==> src/hw/rfs_map.svh <==
// Register map, field positions, reset values and frame counts of the
// serial slave identity and status bank.
// Assumes inclusion by bare name from every file that decodes the map.
`ifndef RFS_MAP_SVH
`define RFS_MAP_SVH

// Register offsets.
`define RFS_ADR_MODE 8'h00
`define RFS_ADR_STATUS 8'h1A
`define RFS_ADR_GROUP 8'h1B
`define RFS_ADR_PWR 8'h1C
`define RFS_ADR_PART 8'h1D
`define RFS_ADR_MAKER_LO 8'h1E
`define RFS_ADR_MAKER_HI 8'h1F
`define RFS_ADR_PART_EXT 8'h20

// Field positions.
`define RFS_STAT_SWRST 7
`define RFS_PWR_STATE_FLD 7:6
`define RFS_PWR_MASK_FLD 5:3
`define RFS_PWR_TRIG_FLD 2:0
`define RFS_UNIQUE_SLAVE_ADDRESS_FLD 3:0
`define RFS_GROUP_FLD 3:0
`define RFS_MAKER_LO_FLD 7:0
`define RFS_MAKER_TOP_FLD 9:8
`define RFS_MODE_FLD 6:0

// Reset values and fixed codes.
`define RFS_UNIQUE_SLAVE_ADDRESS_RST 4'hB
`define RFS_GROUP_RST 4'h0
`define RFS_MODE_RST 7'h00
`define RFS_STATUS_RST 7'h00
`define RFS_PSTATE_RST 2'h0
`define RFS_MASK_RST 3'h0
`define RFS_PWR_RESERVED 2'h3
`define RFS_BCAST_ID 4'h0

// Frame layout: command frame is slave address, command, parity.
`define RFS_PIN_W 3
`define RFS_CMD_LAST 4'hC
`define RFS_BYTE_LAST 4'h8
`define RFS_BYTE_DONE 4'h9
`define RFS_FRM_SA 12:9
`define RFS_FRM_CMD 8:1
`define RFS_FRM_DATA 8:1
`define RFS_CMD_R0W 7
`define RFS_CMD_R0DATA 6:0
`define RFS_CMD_OP3 7:5
`define RFS_CMD_OP4 7:4
`define RFS_CMD_RADR 4:0
`define RFS_CMD_BC 3:0
`define RFS_OP_RW 3'h2
`define RFS_OP_RR 3'h3
`define RFS_OP_EW 4'h0
`define RFS_OP_ER 4'h2

`endif

==> src/hw/rfs_pkg.sv <==
// Types shared by the serial slave identity and status bank.
// Assumes nothing of its surroundings.
`default_nettype none

package rfs_pkg;

	typedef enum logic [7:0] {
		st_idle = 8'h01,
		st_cmd = 8'h02,
		st_addr = 8'h04,
		st_wdata = 8'h08,
		st_turn = 8'h10,
		st_rdata = 8'h20,
		st_rpark = 8'h40,
		st_wpark = 8'h80
	} rfs_state_t;

	// Error events, in the bit order of the fault flag register.
	typedef struct packed {
		logic cmd_par;
		logic cmd_len;
		logic adr_par;
		logic dat_par;
		logic rd_unused;
		logic wr_unused;
		logic shared_id_read_fault;
	} rfs_err_t;

	// One register write taken from the link.
	typedef struct packed {
		logic en;
		logic shared;
		logic [7:0] addr;
		logic [7:0] data;
	} rfs_wr_t;

endpackage : rfs_pkg

`default_nettype wire

==> src/hw/rfs_pin_sync.sv <==
// Two-flop synchroniser for the link pins, with a third flop that holds
// the synchronised level one clock earlier for edge detection.
// Assumes pins change with no relation to clk.
`include "rfs_map.svh"
`default_nettype none

module rfs_pin_sync (
	// Clock and reset
	input wire logic clk,
	input wire logic resetn,
	// Raw pins
	input wire logic [`RFS_PIN_W-1:0] pin_in,
	// Synchronised level and its previous value
	output logic [`RFS_PIN_W-1:0] pin_s,
	output logic [`RFS_PIN_W-1:0] pin_prev
);

	logic [`RFS_PIN_W-1:0] meta_ff;
	logic [`RFS_PIN_W-1:0] sync_ff;
	logic [`RFS_PIN_W-1:0] prev_ff;

	always_ff @(posedge clk or negedge resetn) begin
		if (!resetn) begin
			meta_ff <= '0;
			sync_ff <= '0;
			prev_ff <= '0;
		end else begin
			meta_ff <= pin_in;
			sync_ff <= meta_ff;
			prev_ff <= sync_ff;
		end
	end

	assign pin_s = sync_ff;
	assign pin_prev = prev_ff;

endmodule : rfs_pin_sync

`default_nettype wire

==> src/hw/rfs_slave_regs.sv <==
// Serial front-end slave: frame decoder, identity registers, fault flags,
// power trigger control and the switch mode register it stages.
// Assumes sclk, serial_data_line and the trigger scope strap are asynchronous pins
// and that clk runs far faster than sclk.
//
// Notes on behaviour
// [RQ1] The 10-bit maker code reads back as low byte at 0x1E and top bits in 5:4 of 0x1F, and writes never change it.
// [RQ2] The unique slave address sits in bits 3:0 of 0x1F, resets to 0xB and is reprogrammed by a write there.
// [RQ3] Writing one to status bit 7 restores every configurable register except slave address, group address and trigger control.
// [RQ4] A command frame with bad parity is dropped and sets bit 6; a frame cut short by a new start sets bit 5 (code: not for a cut command frame).
// [RQ5] A bad parity on an address frame sets bit 4.
// [RQ6] A bad parity on a data frame sets bit 3 and the write is dropped.
// [RQ7] A read of an address that is not implemented sets bit 2.
// [RQ8] A write to an address that is not implemented sets bit 1.
// [RQ9] A read sent to the broadcast or group address sets bit 0 and gets no answer.
// [RQ10] A read-only part code extension byte sits at 0x20.
// [RQ11] With the scope strap low any trigger loads the mode register; with it open only its own trigger does.
// [RQ12] Writing one to trigger bit 0, 1 or 2 loads the staged values of that trigger's registers.
// [RQ13] A set mask bit disables its trigger and writes to its registers then go straight through.
// [RQ14] The power state field encodes active, start-up, low power, and the reserved code is not taken.
// [RQ15] Fault flags stay set until a software reset, a power cycle or a write clears them.
// [RQ16] The master uses the unique address, or group address for writes only, and never reads by broadcast or group.
`include "rfs_map.svh"
`default_nettype none

module rfs_slave_regs #(
	// Identity codes; the values are arbitrary.
	parameter logic [9:0] MAKER_CODE = 10'h155,
	parameter logic [7:0] PART_CODE = 8'h5A,
	parameter logic [7:0] PART_CODE_EXT = 8'h3C
) (
	// Clock and reset
	input wire logic clk,
	input wire logic resetn,
	// Serial link
	input wire logic sclk,
	input wire logic serial_data_line_in,
	output logic serial_data_line_out,
	output logic serial_data_line_oe,
	// Trigger scope strap, high when the pin is left open
	input wire logic trig_scope_open,
	// Switch control
	output logic [6:0] mode_ctrl,
	output logic [1:0] power_state
);

	// ---------------------------------------------------------------
	// Pin synchronisation and edges
	// ---------------------------------------------------------------
	logic [`RFS_PIN_W-1:0] pin_s;
	logic [`RFS_PIN_W-1:0] pin_p;

	rfs_pin_sync u_sync (
		.clk(clk),
		.resetn(resetn),
		.pin_in({trig_scope_open, sclk, serial_data_line_in}),
		.pin_s(pin_s),
		.pin_prev(pin_p)
	);

	wire logic sclk_rise = pin_s[1] & ~pin_p[1];
	wire logic sclk_fall = ~pin_s[1] & pin_p[1];
	wire logic scope_open = pin_s[2];
	// A start condition is data falling while the clock stays low.
	wire logic ssc = ~pin_s[1] & ~pin_p[1] & pin_p[0] & ~pin_s[0];

	// ---------------------------------------------------------------
	// State
	// ---------------------------------------------------------------
	rfs_pkg::rfs_state_t state_ff, nxt_state;
	logic [3:0] cnt_ff, nxt_cnt;
	logic [12:0] sh_ff, nxt_sh;
	logic [7:0] addr_ff, nxt_addr;
	logic [3:0] left_ff, nxt_left;
	logic shared_ff, nxt_shared;
	logic rd_ff, nxt_rd;
	logic sdo_ff, nxt_sdo;
	logic oe_ff, nxt_oe;
	rfs_pkg::rfs_wr_t wr_ff, nxt_wr;
	rfs_pkg::rfs_err_t err_ff, nxt_err;

	logic [6:0] mode_act_ff, nxt_mode_act;
	logic [6:0] mode_stg_ff, nxt_mode_stg;
	logic [1:0] pstate_ff, nxt_pstate;
	logic [2:0] mask_ff, nxt_mask;
	logic [6:0] status_ff, nxt_status;
	logic [3:0] group_ff, nxt_group;
	logic [3:0] unique_slave_address_ff, nxt_unique_slave_address;

	// ---------------------------------------------------------------
	// Map decoding
	// ---------------------------------------------------------------
	function automatic logic addr_known(input logic [7:0] a);
		addr_known = (a == `RFS_ADR_MODE) ||
			((a >= `RFS_ADR_STATUS) && (a <= `RFS_ADR_PART_EXT));
	endfunction : addr_known

	// Read byte with its odd parity bit appended.
	function automatic logic [8:0] rd_frame(input logic [7:0] a);
		logic [7:0] v;
		v = 8'h00;
		case (a)
			`RFS_ADR_MODE: v = {1'b0, mode_act_ff};
			`RFS_ADR_STATUS: v = {1'b0, status_ff};
			`RFS_ADR_GROUP: v = {4'h0, group_ff};
			`RFS_ADR_PWR: v = {pstate_ff, mask_ff, 3'h0};
			`RFS_ADR_PART: v = PART_CODE;
			`RFS_ADR_MAKER_LO: v = MAKER_CODE[`RFS_MAKER_LO_FLD]; // RQ1
			`RFS_ADR_MAKER_HI: v = {2'h0, MAKER_CODE[`RFS_MAKER_TOP_FLD],
				unique_slave_address_ff}; // RQ1
			`RFS_ADR_PART_EXT: v = PART_CODE_EXT; // RQ10
			default: v = 8'h00;
		endcase
		rd_frame = {v, ~^v};
	endfunction : rd_frame

	// ---------------------------------------------------------------
	// Frame decoding
	// ---------------------------------------------------------------
	wire logic [12:0] frm = {sh_ff[11:0], pin_s[0]};
	wire logic [3:0] frm_sa = frm[`RFS_FRM_SA];
	wire logic [7:0] frm_cmd = frm[`RFS_FRM_CMD];
	wire logic [7:0] frm_data = frm[`RFS_FRM_DATA];
	wire logic par13_ok = ^frm;
	wire logic par9_ok = ^frm[8:0];
	wire logic for_unique_slave_address = frm_sa == unique_slave_address_ff; // RQ2
	wire logic for_shared = (frm_sa == `RFS_BCAST_ID) ||
		(frm_sa == group_ff);
	wire logic for_me = for_unique_slave_address | for_shared;
	wire logic op_r0w = frm_cmd[`RFS_CMD_R0W];
	wire logic op_rw = frm_cmd[`RFS_CMD_OP3] == `RFS_OP_RW;
	wire logic op_rr = frm_cmd[`RFS_CMD_OP3] == `RFS_OP_RR;
	wire logic op_ew = frm_cmd[`RFS_CMD_OP4] == `RFS_OP_EW;
	wire logic op_er = frm_cmd[`RFS_CMD_OP4] == `RFS_OP_ER;
	wire logic op_read = ~op_r0w & (op_rr | op_er);
	wire logic in_frame = |(state_ff & (rfs_pkg::st_addr |
		rfs_pkg::st_wdata | rfs_pkg::st_turn | rfs_pkg::st_rdata |
		rfs_pkg::st_rpark));
	wire logic [7:0] addr_inc = addr_ff + 8'h01;
	logic [8:0] next_byte;
	// A process wakes on the registers the function reads; an assign won't.
	always_comb next_byte = rd_frame(addr_inc);

	// ---------------------------------------------------------------
	// Frame sequencer
	// ---------------------------------------------------------------
	always_comb begin
		nxt_state = state_ff;
		nxt_cnt = cnt_ff;
		nxt_sh = sh_ff;
		nxt_addr = addr_ff;
		nxt_left = left_ff;
		nxt_shared = shared_ff;
		nxt_rd = rd_ff;
		nxt_sdo = sdo_ff;
		nxt_oe = oe_ff;
		nxt_wr = '0;
		nxt_err = '0;
		if (ssc) begin
			nxt_err.cmd_len = in_frame; // RQ4
			nxt_state = rfs_pkg::st_cmd;
			nxt_cnt = 4'h0;
			nxt_sdo = 1'b0;
			nxt_oe = 1'b0;
		end else begin
			unique case (state_ff)
				rfs_pkg::st_idle: begin
					nxt_oe = 1'b0;
				end
				rfs_pkg::st_cmd: begin
					if (sclk_fall) begin
						nxt_sh = frm;
						nxt_cnt = cnt_ff + 4'h1;
						if (cnt_ff == `RFS_CMD_LAST) begin
							nxt_cnt = 4'h0;
							nxt_state = rfs_pkg::st_idle;
							nxt_shared = ~for_unique_slave_address;
							nxt_addr = {3'h0, frm_cmd[`RFS_CMD_RADR]};
							nxt_left = 4'h0;
							nxt_rd = op_read;
							if (!par13_ok) begin
								nxt_err.cmd_par = for_me; // RQ4
							end else if (op_read && !for_unique_slave_address) begin
								nxt_err.shared_id_read_fault = for_shared; // RQ9
							end else if (for_me && op_r0w) begin
								nxt_wr.en = 1'b1;
								nxt_wr.shared = ~for_unique_slave_address;
								nxt_wr.addr = `RFS_ADR_MODE;
								nxt_wr.data = {1'b0, frm_cmd[`RFS_CMD_R0DATA]};
								nxt_state = rfs_pkg::st_wpark;
							end else if (for_me && op_rw) begin
								nxt_state = rfs_pkg::st_wdata;
							end else if (for_me && op_rr) begin
								nxt_state = rfs_pkg::st_turn;
							end else if (for_me && (op_ew || op_er)) begin
								nxt_left = frm_cmd[`RFS_CMD_BC];
								nxt_state = rfs_pkg::st_addr;
							end
						end
					end
				end
				rfs_pkg::st_addr: begin
					if (sclk_fall) begin
						nxt_sh = frm;
						nxt_cnt = cnt_ff + 4'h1;
						if (cnt_ff == `RFS_BYTE_LAST) begin
							nxt_cnt = 4'h0;
							nxt_addr = frm_data;
							if (!par9_ok) begin
								nxt_err.adr_par = 1'b1; // RQ5
								nxt_state = rfs_pkg::st_idle;
							end else if (rd_ff) begin
								nxt_state = rfs_pkg::st_turn;
							end else begin
								nxt_state = rfs_pkg::st_wdata;
							end
						end
					end
				end
				rfs_pkg::st_wdata: begin
					if (sclk_fall) begin
						nxt_sh = frm;
						nxt_cnt = cnt_ff + 4'h1;
						if (cnt_ff == `RFS_BYTE_LAST) begin
							nxt_cnt = 4'h0;
							nxt_wr.en = par9_ok;
							nxt_wr.shared = shared_ff;
							nxt_wr.addr = addr_ff;
							nxt_wr.data = frm_data;
							nxt_err.dat_par = ~par9_ok; // RQ6
							if (left_ff != 4'h0) begin
								nxt_left = left_ff - 4'h1;
								nxt_addr = addr_inc;
							end else begin
								nxt_state = rfs_pkg::st_wpark;
							end
						end
					end
				end
				rfs_pkg::st_wpark: begin
					if (sclk_fall) begin
						nxt_state = rfs_pkg::st_idle;
					end
				end
				rfs_pkg::st_turn: begin
					if (sclk_fall) begin
						nxt_sh = {4'h0, rd_frame(addr_ff)};
						nxt_cnt = 4'h0;
						nxt_err.rd_unused = ~addr_known(addr_ff); // RQ7
						nxt_state = rfs_pkg::st_rdata;
					end
				end
				rfs_pkg::st_rdata: begin
					if (sclk_rise) begin
						nxt_oe = 1'b1;
						if (cnt_ff != `RFS_BYTE_DONE) begin
							nxt_sdo = sh_ff[8];
							nxt_sh = {sh_ff[11:0], 1'b0};
							nxt_cnt = cnt_ff + 4'h1;
						end else if (left_ff != 4'h0) begin
							nxt_left = left_ff - 4'h1;
							nxt_addr = addr_inc;
							nxt_sdo = next_byte[8];
							nxt_sh = {4'h0, next_byte[7:0], 1'b0};
							nxt_cnt = 4'h1;
							nxt_err.rd_unused = ~addr_known(addr_inc); // RQ7
						end else begin
							nxt_sdo = 1'b0;
							nxt_state = rfs_pkg::st_rpark;
						end
					end
				end
				rfs_pkg::st_rpark: begin
					if (sclk_fall) begin
						nxt_oe = 1'b0;
						nxt_state = rfs_pkg::st_idle;
					end
				end
				default: begin
					nxt_oe = 1'b0;
					nxt_state = rfs_pkg::st_idle;
				end
			endcase
		end
	end

	// ---------------------------------------------------------------
	// Register file updates
	// ---------------------------------------------------------------
	// Group and broadcast writes reach only the trigger control register.
	wire logic wr_own = wr_ff.en & ~wr_ff.shared;
	wire logic sel_mode = wr_own & (wr_ff.addr == `RFS_ADR_MODE);
	wire logic sel_status = wr_own & (wr_ff.addr == `RFS_ADR_STATUS);
	wire logic sel_group = wr_own & (wr_ff.addr == `RFS_ADR_GROUP);
	wire logic sel_unique_slave_address = wr_own & (wr_ff.addr == `RFS_ADR_MAKER_HI);
	wire logic sel_pwr = wr_ff.en & (wr_ff.addr == `RFS_ADR_PWR);
	wire logic sw_reset = sel_status & wr_ff.data[`RFS_STAT_SWRST];
	wire logic wr_bad = wr_ff.en & ~addr_known(wr_ff.addr);
	wire logic [2:0] new_mask = wr_ff.data[`RFS_PWR_MASK_FLD];
	wire logic [2:0] fire = {3{sel_pwr}} &
		wr_ff.data[`RFS_PWR_TRIG_FLD] & ~new_mask;
	wire logic load_trig = scope_open ? fire[0] : |fire;
	wire logic direct = scope_open ? mask_ff[0] : &mask_ff;
	wire logic pstate_ok = wr_ff.data[`RFS_PWR_STATE_FLD] !=
		`RFS_PWR_RESERVED;

	always_comb begin
		nxt_status = status_ff;
		nxt_mode_act = mode_act_ff;
		nxt_mode_stg = mode_stg_ff;
		nxt_pstate = pstate_ff;
		nxt_mask = mask_ff;
		nxt_group = group_ff;
		nxt_unique_slave_address = unique_slave_address_ff;
		if (sel_status) begin
			nxt_status = wr_ff.data[6:0]; // RQ15
		end
		if (sel_group) begin
			nxt_group = wr_ff.data[`RFS_GROUP_FLD];
		end
		if (sel_unique_slave_address) begin
			nxt_unique_slave_address = wr_ff.data[`RFS_UNIQUE_SLAVE_ADDRESS_FLD]; // RQ2
		end
		if (sel_pwr) begin
			nxt_mask = new_mask; // RQ13
			if (pstate_ok) begin
				nxt_pstate = wr_ff.data[`RFS_PWR_STATE_FLD]; // RQ14
			end
		end
		if (load_trig) begin
			nxt_mode_act = mode_stg_ff; // RQ11 RQ12
		end
		if (sel_mode) begin
			nxt_mode_stg = wr_ff.data[`RFS_MODE_FLD];
			if (direct) begin
				nxt_mode_act = wr_ff.data[`RFS_MODE_FLD]; // RQ13
			end
		end
		if (sw_reset) begin
			nxt_status = `RFS_STATUS_RST; // RQ3
			nxt_mode_act = `RFS_MODE_RST; // RQ3
			nxt_mode_stg = `RFS_MODE_RST; // RQ3
		end
		// New events win over a clear in the same cycle.
		nxt_status = nxt_status | err_ff | {5'h00, wr_bad, 1'b0}; // RQ4 RQ8
	end

	// ---------------------------------------------------------------
	// Flip-flops
	// ---------------------------------------------------------------
	always_ff @(posedge clk or negedge resetn) begin
		if (!resetn) begin
			state_ff <= rfs_pkg::st_idle;
			cnt_ff <= 4'h0;
			sh_ff <= 13'h0000;
			addr_ff <= 8'h00;
			left_ff <= 4'h0;
			shared_ff <= 1'b0;
			rd_ff <= 1'b0;
			sdo_ff <= 1'b0;
			oe_ff <= 1'b0;
			wr_ff <= '0;
			err_ff <= '0;
		end else begin
			state_ff <= nxt_state;
			cnt_ff <= nxt_cnt;
			sh_ff <= nxt_sh;
			addr_ff <= nxt_addr;
			left_ff <= nxt_left;
			shared_ff <= nxt_shared;
			rd_ff <= nxt_rd;
			sdo_ff <= nxt_sdo;
			oe_ff <= nxt_oe;
			wr_ff <= nxt_wr;
			err_ff <= nxt_err;
		end
	end

	always_ff @(posedge clk or negedge resetn) begin
		if (!resetn) begin
			status_ff <= `RFS_STATUS_RST;
			mode_act_ff <= `RFS_MODE_RST;
			mode_stg_ff <= `RFS_MODE_RST;
			pstate_ff <= `RFS_PSTATE_RST;
			mask_ff <= `RFS_MASK_RST;
			group_ff <= `RFS_GROUP_RST;
			unique_slave_address_ff <= `RFS_UNIQUE_SLAVE_ADDRESS_RST;
		end else begin
			status_ff <= nxt_status;
			mode_act_ff <= nxt_mode_act;
			mode_stg_ff <= nxt_mode_stg;
			pstate_ff <= nxt_pstate;
			mask_ff <= nxt_mask;
			group_ff <= nxt_group;
			unique_slave_address_ff <= nxt_unique_slave_address;
		end
	end

	assign serial_data_line_out = sdo_ff;
	assign serial_data_line_oe = oe_ff;
	assign mode_ctrl = mode_act_ff;
	assign power_state = pstate_ff;

endmodule : rfs_slave_regs

`default_nettype wire

==> config.mk <==
export PLATFORM = sky130hd
export DESIGN_NAME = rfs_slave_regs
export DESIGN_NICKNAME = d
export VERILOG_FILES = /design/src/hw/rfs_pkg.sv /design/src/hw/rfs_pin_sync.sv /design/src/hw/rfs_slave_regs.sv
export VERILOG_INCLUDE_DIRS = /design/src /design/src/hw
export SDC_FILE = /design/constraint.sdc
export NUM_CORES = 1
export LEC_CHECK = 0
export BUFFER_PORTS_ARGS = -buffer_cell sky130_fd_sc_hd__buf_2
export CORE_UTILIZATION = 63
export DETAILED_ROUTE_END_ITERATION = 10
export PLACE_DENSITY = 0.8
export RECOVER_POWER = 25
export SLEW_MARGIN = 10
export SYNTH_ARGS = -nofsm -noshare
export SYNTH_HDL_FRONTEND = slang
export SYNTH_HIERARCHICAL = 1
export SYNTH_SLANG_ARGS = --single-unit
==> constraint.sdc <==
create_clock -name clk -period 3.5 [get_ports clk]
set_clock_uncertainty 0.1 [all_clocks]
set_input_delay 0.35 -clock clk [delete_from_list [all_inputs] [get_ports clk]]
set_output_delay 0.35 -clock clk [all_outputs]
set_load 0.02 [all_outputs]
# Word level (Yosys, flattened, before mapping)
# Cells that the tools add are included.
# totals
register_bits	106
input_bits	5
elab_cells	300
# op_classes
add_sub_neg	3
magnitude_cmp	6
eq_ne	63
n_mux	120
bitwise_logic	32
n_reduce_logical	47
# op_table
op	count
8-bit two-way mux	29
18-bit two-way mux	8
8-bit by 5-bit == test with 1-bit output, second input constant	17
8-bit case mux with 8 select lines	2
4-bit two-way mux	22
12-bit two-way mux	5
7-bit two-way mux	8
8-bit case mux with 7 select lines	1
3-bit != test, second input constant	13
12-bit case mux with 3 select lines	1
18-bit case mux with 2 select lines	1
1-bit two-way mux	33
8-bit case mux with 4 select lines	1
8-bit by 6-bit == test with 1-bit output, second input constant	3
8-bit by 5-bit greater-or-equal comparator with 1-bit output, second input constant	3
8-bit by 6-bit <= comparator with 1-bit output, second input constant	3
8-bit logical NOT	3
2-bit != test, second input constant	11
4-bit case mux with 4 select lines	1
8-bit XNOR reduction	2
5-bit two-way mux	3
1-bit bitwise AND	14
13-bit AND reduction	1
13-bit parity	1
44 further kinds	85

# Longest topological paths before layout
# depth
word_depth	14
ltp_mapped	12
depth_no_buf	11

# Hierarchy
# The synthesis kept the hierarchy.
# modules_own_cells
module	instances	cells_per_inst	area_per_inst_um2	seq_area_each_um2
rfs_slave_regs	1	698	6211.0	2457.4
rfs_pin_sync	1	9	225.2	225.2

# Worst setup path after synthesis
# No wires, ideal clock.
# synth_path
path_kind	flip-flop to flip-flop
from	register addr_ff[0]
to	register sh_ff[1]
setup_ns	0.077
arrival_ns	2.588
slack_ns	0.735
path_stages_with_launch	11
path_buffers	0
period_less_slack_ns	2.765
path_cell_list	dfrtp_1 ha_1 and2_1 a21o_1 a22o_1 and3_4 o41ai_2 nand2_1 xnor2_1 xnor3_1 a21oi_1
# synth_between
elab_chain_cells	8
# synth_rtl
element	line_no	rtl
from (decl)	rfs_slave_regs.sv:73	logic [7:0] addr_ff, nxt_addr;
from (signal assigned)	rfs_slave_regs.sv:368	addr_ff <= nxt_addr;
8-bit by 1-bit adder with 8-bit output	rfs_slave_regs.sv:139	wire logic [7:0] addr_inc = addr_ff + 8'h01;
8-bit by 6-bit == test with 1-bit output, or another cell as far along	rfs_slave_regs.sv:102	case (a)
8-bit case mux with 8 select lines	rfs_slave_regs.sv:102	
8-bit XNOR reduction	rfs_slave_regs.sv:114	rd_frame = {v, ~^v};
12-bit two-way mux	rfs_slave_regs.sv:260	end else if (left_ff != 4'h0) begin
12-bit two-way mux	rfs_slave_regs.sv:256	if (cnt_ff != `RFS_BYTE_DONE) begin
12-bit two-way mux	rfs_slave_regs.sv:254	if (sclk_rise) begin
12-bit case mux with 3 select lines *	rfs_slave_regs.sv:166	unique case (state_ff)
to (signal assigned)	rfs_slave_regs.sv:367	sh_ff <= nxt_sh;
to (decl)	rfs_slave_regs.sv:72	logic [12:0] sh_ff, nxt_sh;
# Mark *: on every way between the ends. The rest lies on a longest branch, timed or not. The select of a mux whose other input is x is not followed.
# A chain may end at the register's enable or synchronous reset.

# Worst setup path after layout
# layout_path
from	register addr_ff[3]
to	register sh_ff[1]
# Same word-level chain as after synthesis.

==> impl_metrics.env <==
export IMPL_status="finished with violations"
export IMPL_violations="capacitance limit, slew limit"
export IMPL_clock_path_buffers=2
export IMPL_die_w_um=102.9
export IMPL_switchingPower_mw=2.140
export IMPL_worstMarginPinSlew_ns=1.685
export IMPL_maxSlewViolCount=72
export IMPL_clkTransAtPathRegs_ns=0.11
export IMPL_area_delta_synth_final_pct=6.948
export IMPL_max_stage_delay_ns=0.64
export IMPL_num_rows=36
export IMPL_root_buffer="clkbuf_8"
export IMPL_setup_viol=0
export IMPL_crit_slowest_cell="dfrtp_1"
export IMPL_start_kind="flop"
export IMPL_syn_num_nets=722
export IMPL_cts_resized=0
export IMPL_peakVddDrop_uv=515.3
export IMPL_relSlewSlack=-0.1230
export IMPL_pwr_share_seq=0.373
export IMPL_crit_chain="and2_0 > and4_1 > o2111a_1 > nand4_1 > a221o_1 > o211ai_1 > xnor2_2 > xnor3_1 > a21oi_1"
export IMPL_start_util=0.6529
export IMPL_grt_overflow_total=0
export IMPL_clkPwrFrac=0.167
export IMPL_insertion_delay_ns=0.40
export IMPL_wl_um=18500
export IMPL_cts_setup_buffers=0
export IMPL_critPathMaxFanout=13
export IMPL_grt_pass1_wl_um=29070
export IMPL_fin_crit_ns=3.217
export IMPL_vias_per_cell=6.729
export IMPL_clock_sinks=106
export IMPL_cts_hold_buffers=4
export IMPL_hold_viol_final=0
export IMPL_crit_required_ns=3.73
export IMPL_finalSetupTns_ns=0
export IMPL_whs_ns=0.2605
export IMPL_fin_nets=729
export IMPL_syn_cell_area_sq_mm=0.006411
export IMPL_htreeDepth=3
export IMPL_ys_warn_count=6
export IMPL_fin_crit_sh=0.9192
export IMPL_worstPathArrival_ns=3.45
export IMPL_cts_made_buffers=9
export IMPL_rsz0062_at_grt="no"
export IMPL_first_global_vias=5373
export IMPL_die_h_um=102.9
export IMPL_dp_hpwl_um=13740
export IMPL_avgSynthCellArea_sq_um=9.081
export IMPL_antenna_cells=0
export IMPL_antenna_found_initial=0
export IMPL_path_class="reg2reg"
export IMPL_wire_per_inst_um=21.74
export IMPL_power_frac_comb=0.460
export IMPL_cts_tree="yes"
export IMPL_max_cap_violations=1
export IMPL_postRouteAntennaNets=0
export IMPL_layout_drive_gt1_share=0.1253
export IMPL_leakagePower_nw=3.054
export IMPL_swShare=0.4628
export IMPL_grt_max_degree=72
export IMPL_dr_pass1_iters=5
export IMPL_port_buffers=15
export IMPL_power_density_mw_per_mm2=674.4
export IMPL_fmax_mhz=310.8
export IMPL_core_area_sq_mm=0.009819
export IMPL_drcViolationCount=0
export IMPL_grt_usage=0.3745
export IMPL_hold_path_class="reg2reg"
export IMPL_io_pins=16
export IMPL_critPathCaptureType="flop"
export IMPL_drt_iter0_markers=414
export IMPL_synthCells=706
export IMPL_place_congestion=0.9950
export IMPL_intPower_mw=2.484
export IMPL_dieArea_sq_mm=0.01058
export IMPL_num_vias=5726
[cell usage in the layout, fill, tap and decap left out, types with 8 or more instances in the layout]
master	instances
nand3_1	20
nor2_1	86
nor3_1	23
a221o_1	8
and3_1	9
clkbuf_8	9
inv_1	22
nand4_1	10
o21ai_0	36
dfrtp_1	102
a21oi_1	43
xnor2_1	28
nand2_1	55
buf_2	12
mux2_2	9
buf_4	22
ha_1	11
and2_1	16
a22oi_1	10
mux2i_1	13
[critical path: cells and delay by family (launching register included)]
family / cells / cell delay [ns]
compound gates: 4 / 1.12
simple gates: 3 / 0.91
xor+xnor: 2 / 0.39
flops: 1 / 0.64
[power by group through the flow]
stage	clock network [mW]	logic (mW)	registers, mW
after floorplan	0	1.68	1.55
after global placement	0	2.01	1.72
after detailed placement	0	2.07	1.73
after CTS	0.785	2.08	1.71
after global routing	0.833	2.34	1.75
final	0.774	2.12	1.73
[through the flow]
step | worst slack [ns] | instance area, sq um | total power, mW | utilization | instances
3_3_place_gp | 0.3618 | 6618 | 3.734 | 0.6739 | 831
5_1_grt | 0.1422 | 6857 | 4.918 | 0.6983 | 851
4_1_cts | 0.3456 | 6862 | 4.577 | 0.6988 | 851
2_1_floorplan | 0.7350 | 6411 | 3.230 | - | 706
3_5_place_dp | 0.3882 | 6618 | 3.799 | 0.6739 | 831
6_report | 0.2827 | 6857 | 4.624 | 0.6983 | 851
[worst paths after layout]
| kind | from | end | slack [ns] | depth (start not counted) |
|---|---|---|---|---|
| setup / recovery | addr_ff[3]$_DFFE_PN0P_ | sh_ff[1]$_DFFE_PN0P_ | 0.28 | 9 |
| hold / removal | u_sync/meta_ff[1]$_DFF_PN0_ | u_sync/pin_s[1]$_DFF_PN0_ | 0.26 | 0 |
| setup reg to reg | addr_ff[3]$_DFFE_PN0P_ | sh_ff[1]$_DFFE_PN0P_ | 0.28 | 9 |
| hold reg to reg | u_sync/meta_ff[1]$_DFF_PN0_ | u_sync/pin_s[1]$_DFF_PN0_ | 0.26 | 0 |
| max in group asynchronous | resetn | state_ff[0]$_DFFE_PN1P_ | 1.35 | 3 |
| min in group asynchronous | resetn | mode_stg_ff[2]$_DFFE_PN0P_ | 0.84 | 2 |
[routing by layer]
layer | share of wire | vias up | track usage
li1 | - | 2565 | -
met1 | 0.41 | 2770 | 0.5053
met2 | 0.46 | 315 | 0.5867
met3 | 0.086 | 76 | 0.07254
met4 | 0.042 | 0 | 0.1733
met5 | 0 | - | 0
[layout make-up]
cell class	count	area, sq um
multi-input cells	533	3468
inverters	22	82.58
flip-flops and latches	106	2658
well taps	133	166.4
clock inverters	7	80.08
repair buffers	41	277.8
clock buffers	9	123.9
fillers	814	2963
[registers in the layout (all words and copies together), names as in the netlist, 4 cells and up]
name                     count
addr_ff                      8
cnt_ff                       4
err_ff                       6
group_ff                     4
left_ff                      4
mode_ctrl                    7
mode_stg_ff                  7
sh_ff                       12
state_ff                     8
status_ff                    7
unique_slave_address_ff      4
wr_ff                       15
Note: power is estimated with default switching activity, not from simulation.
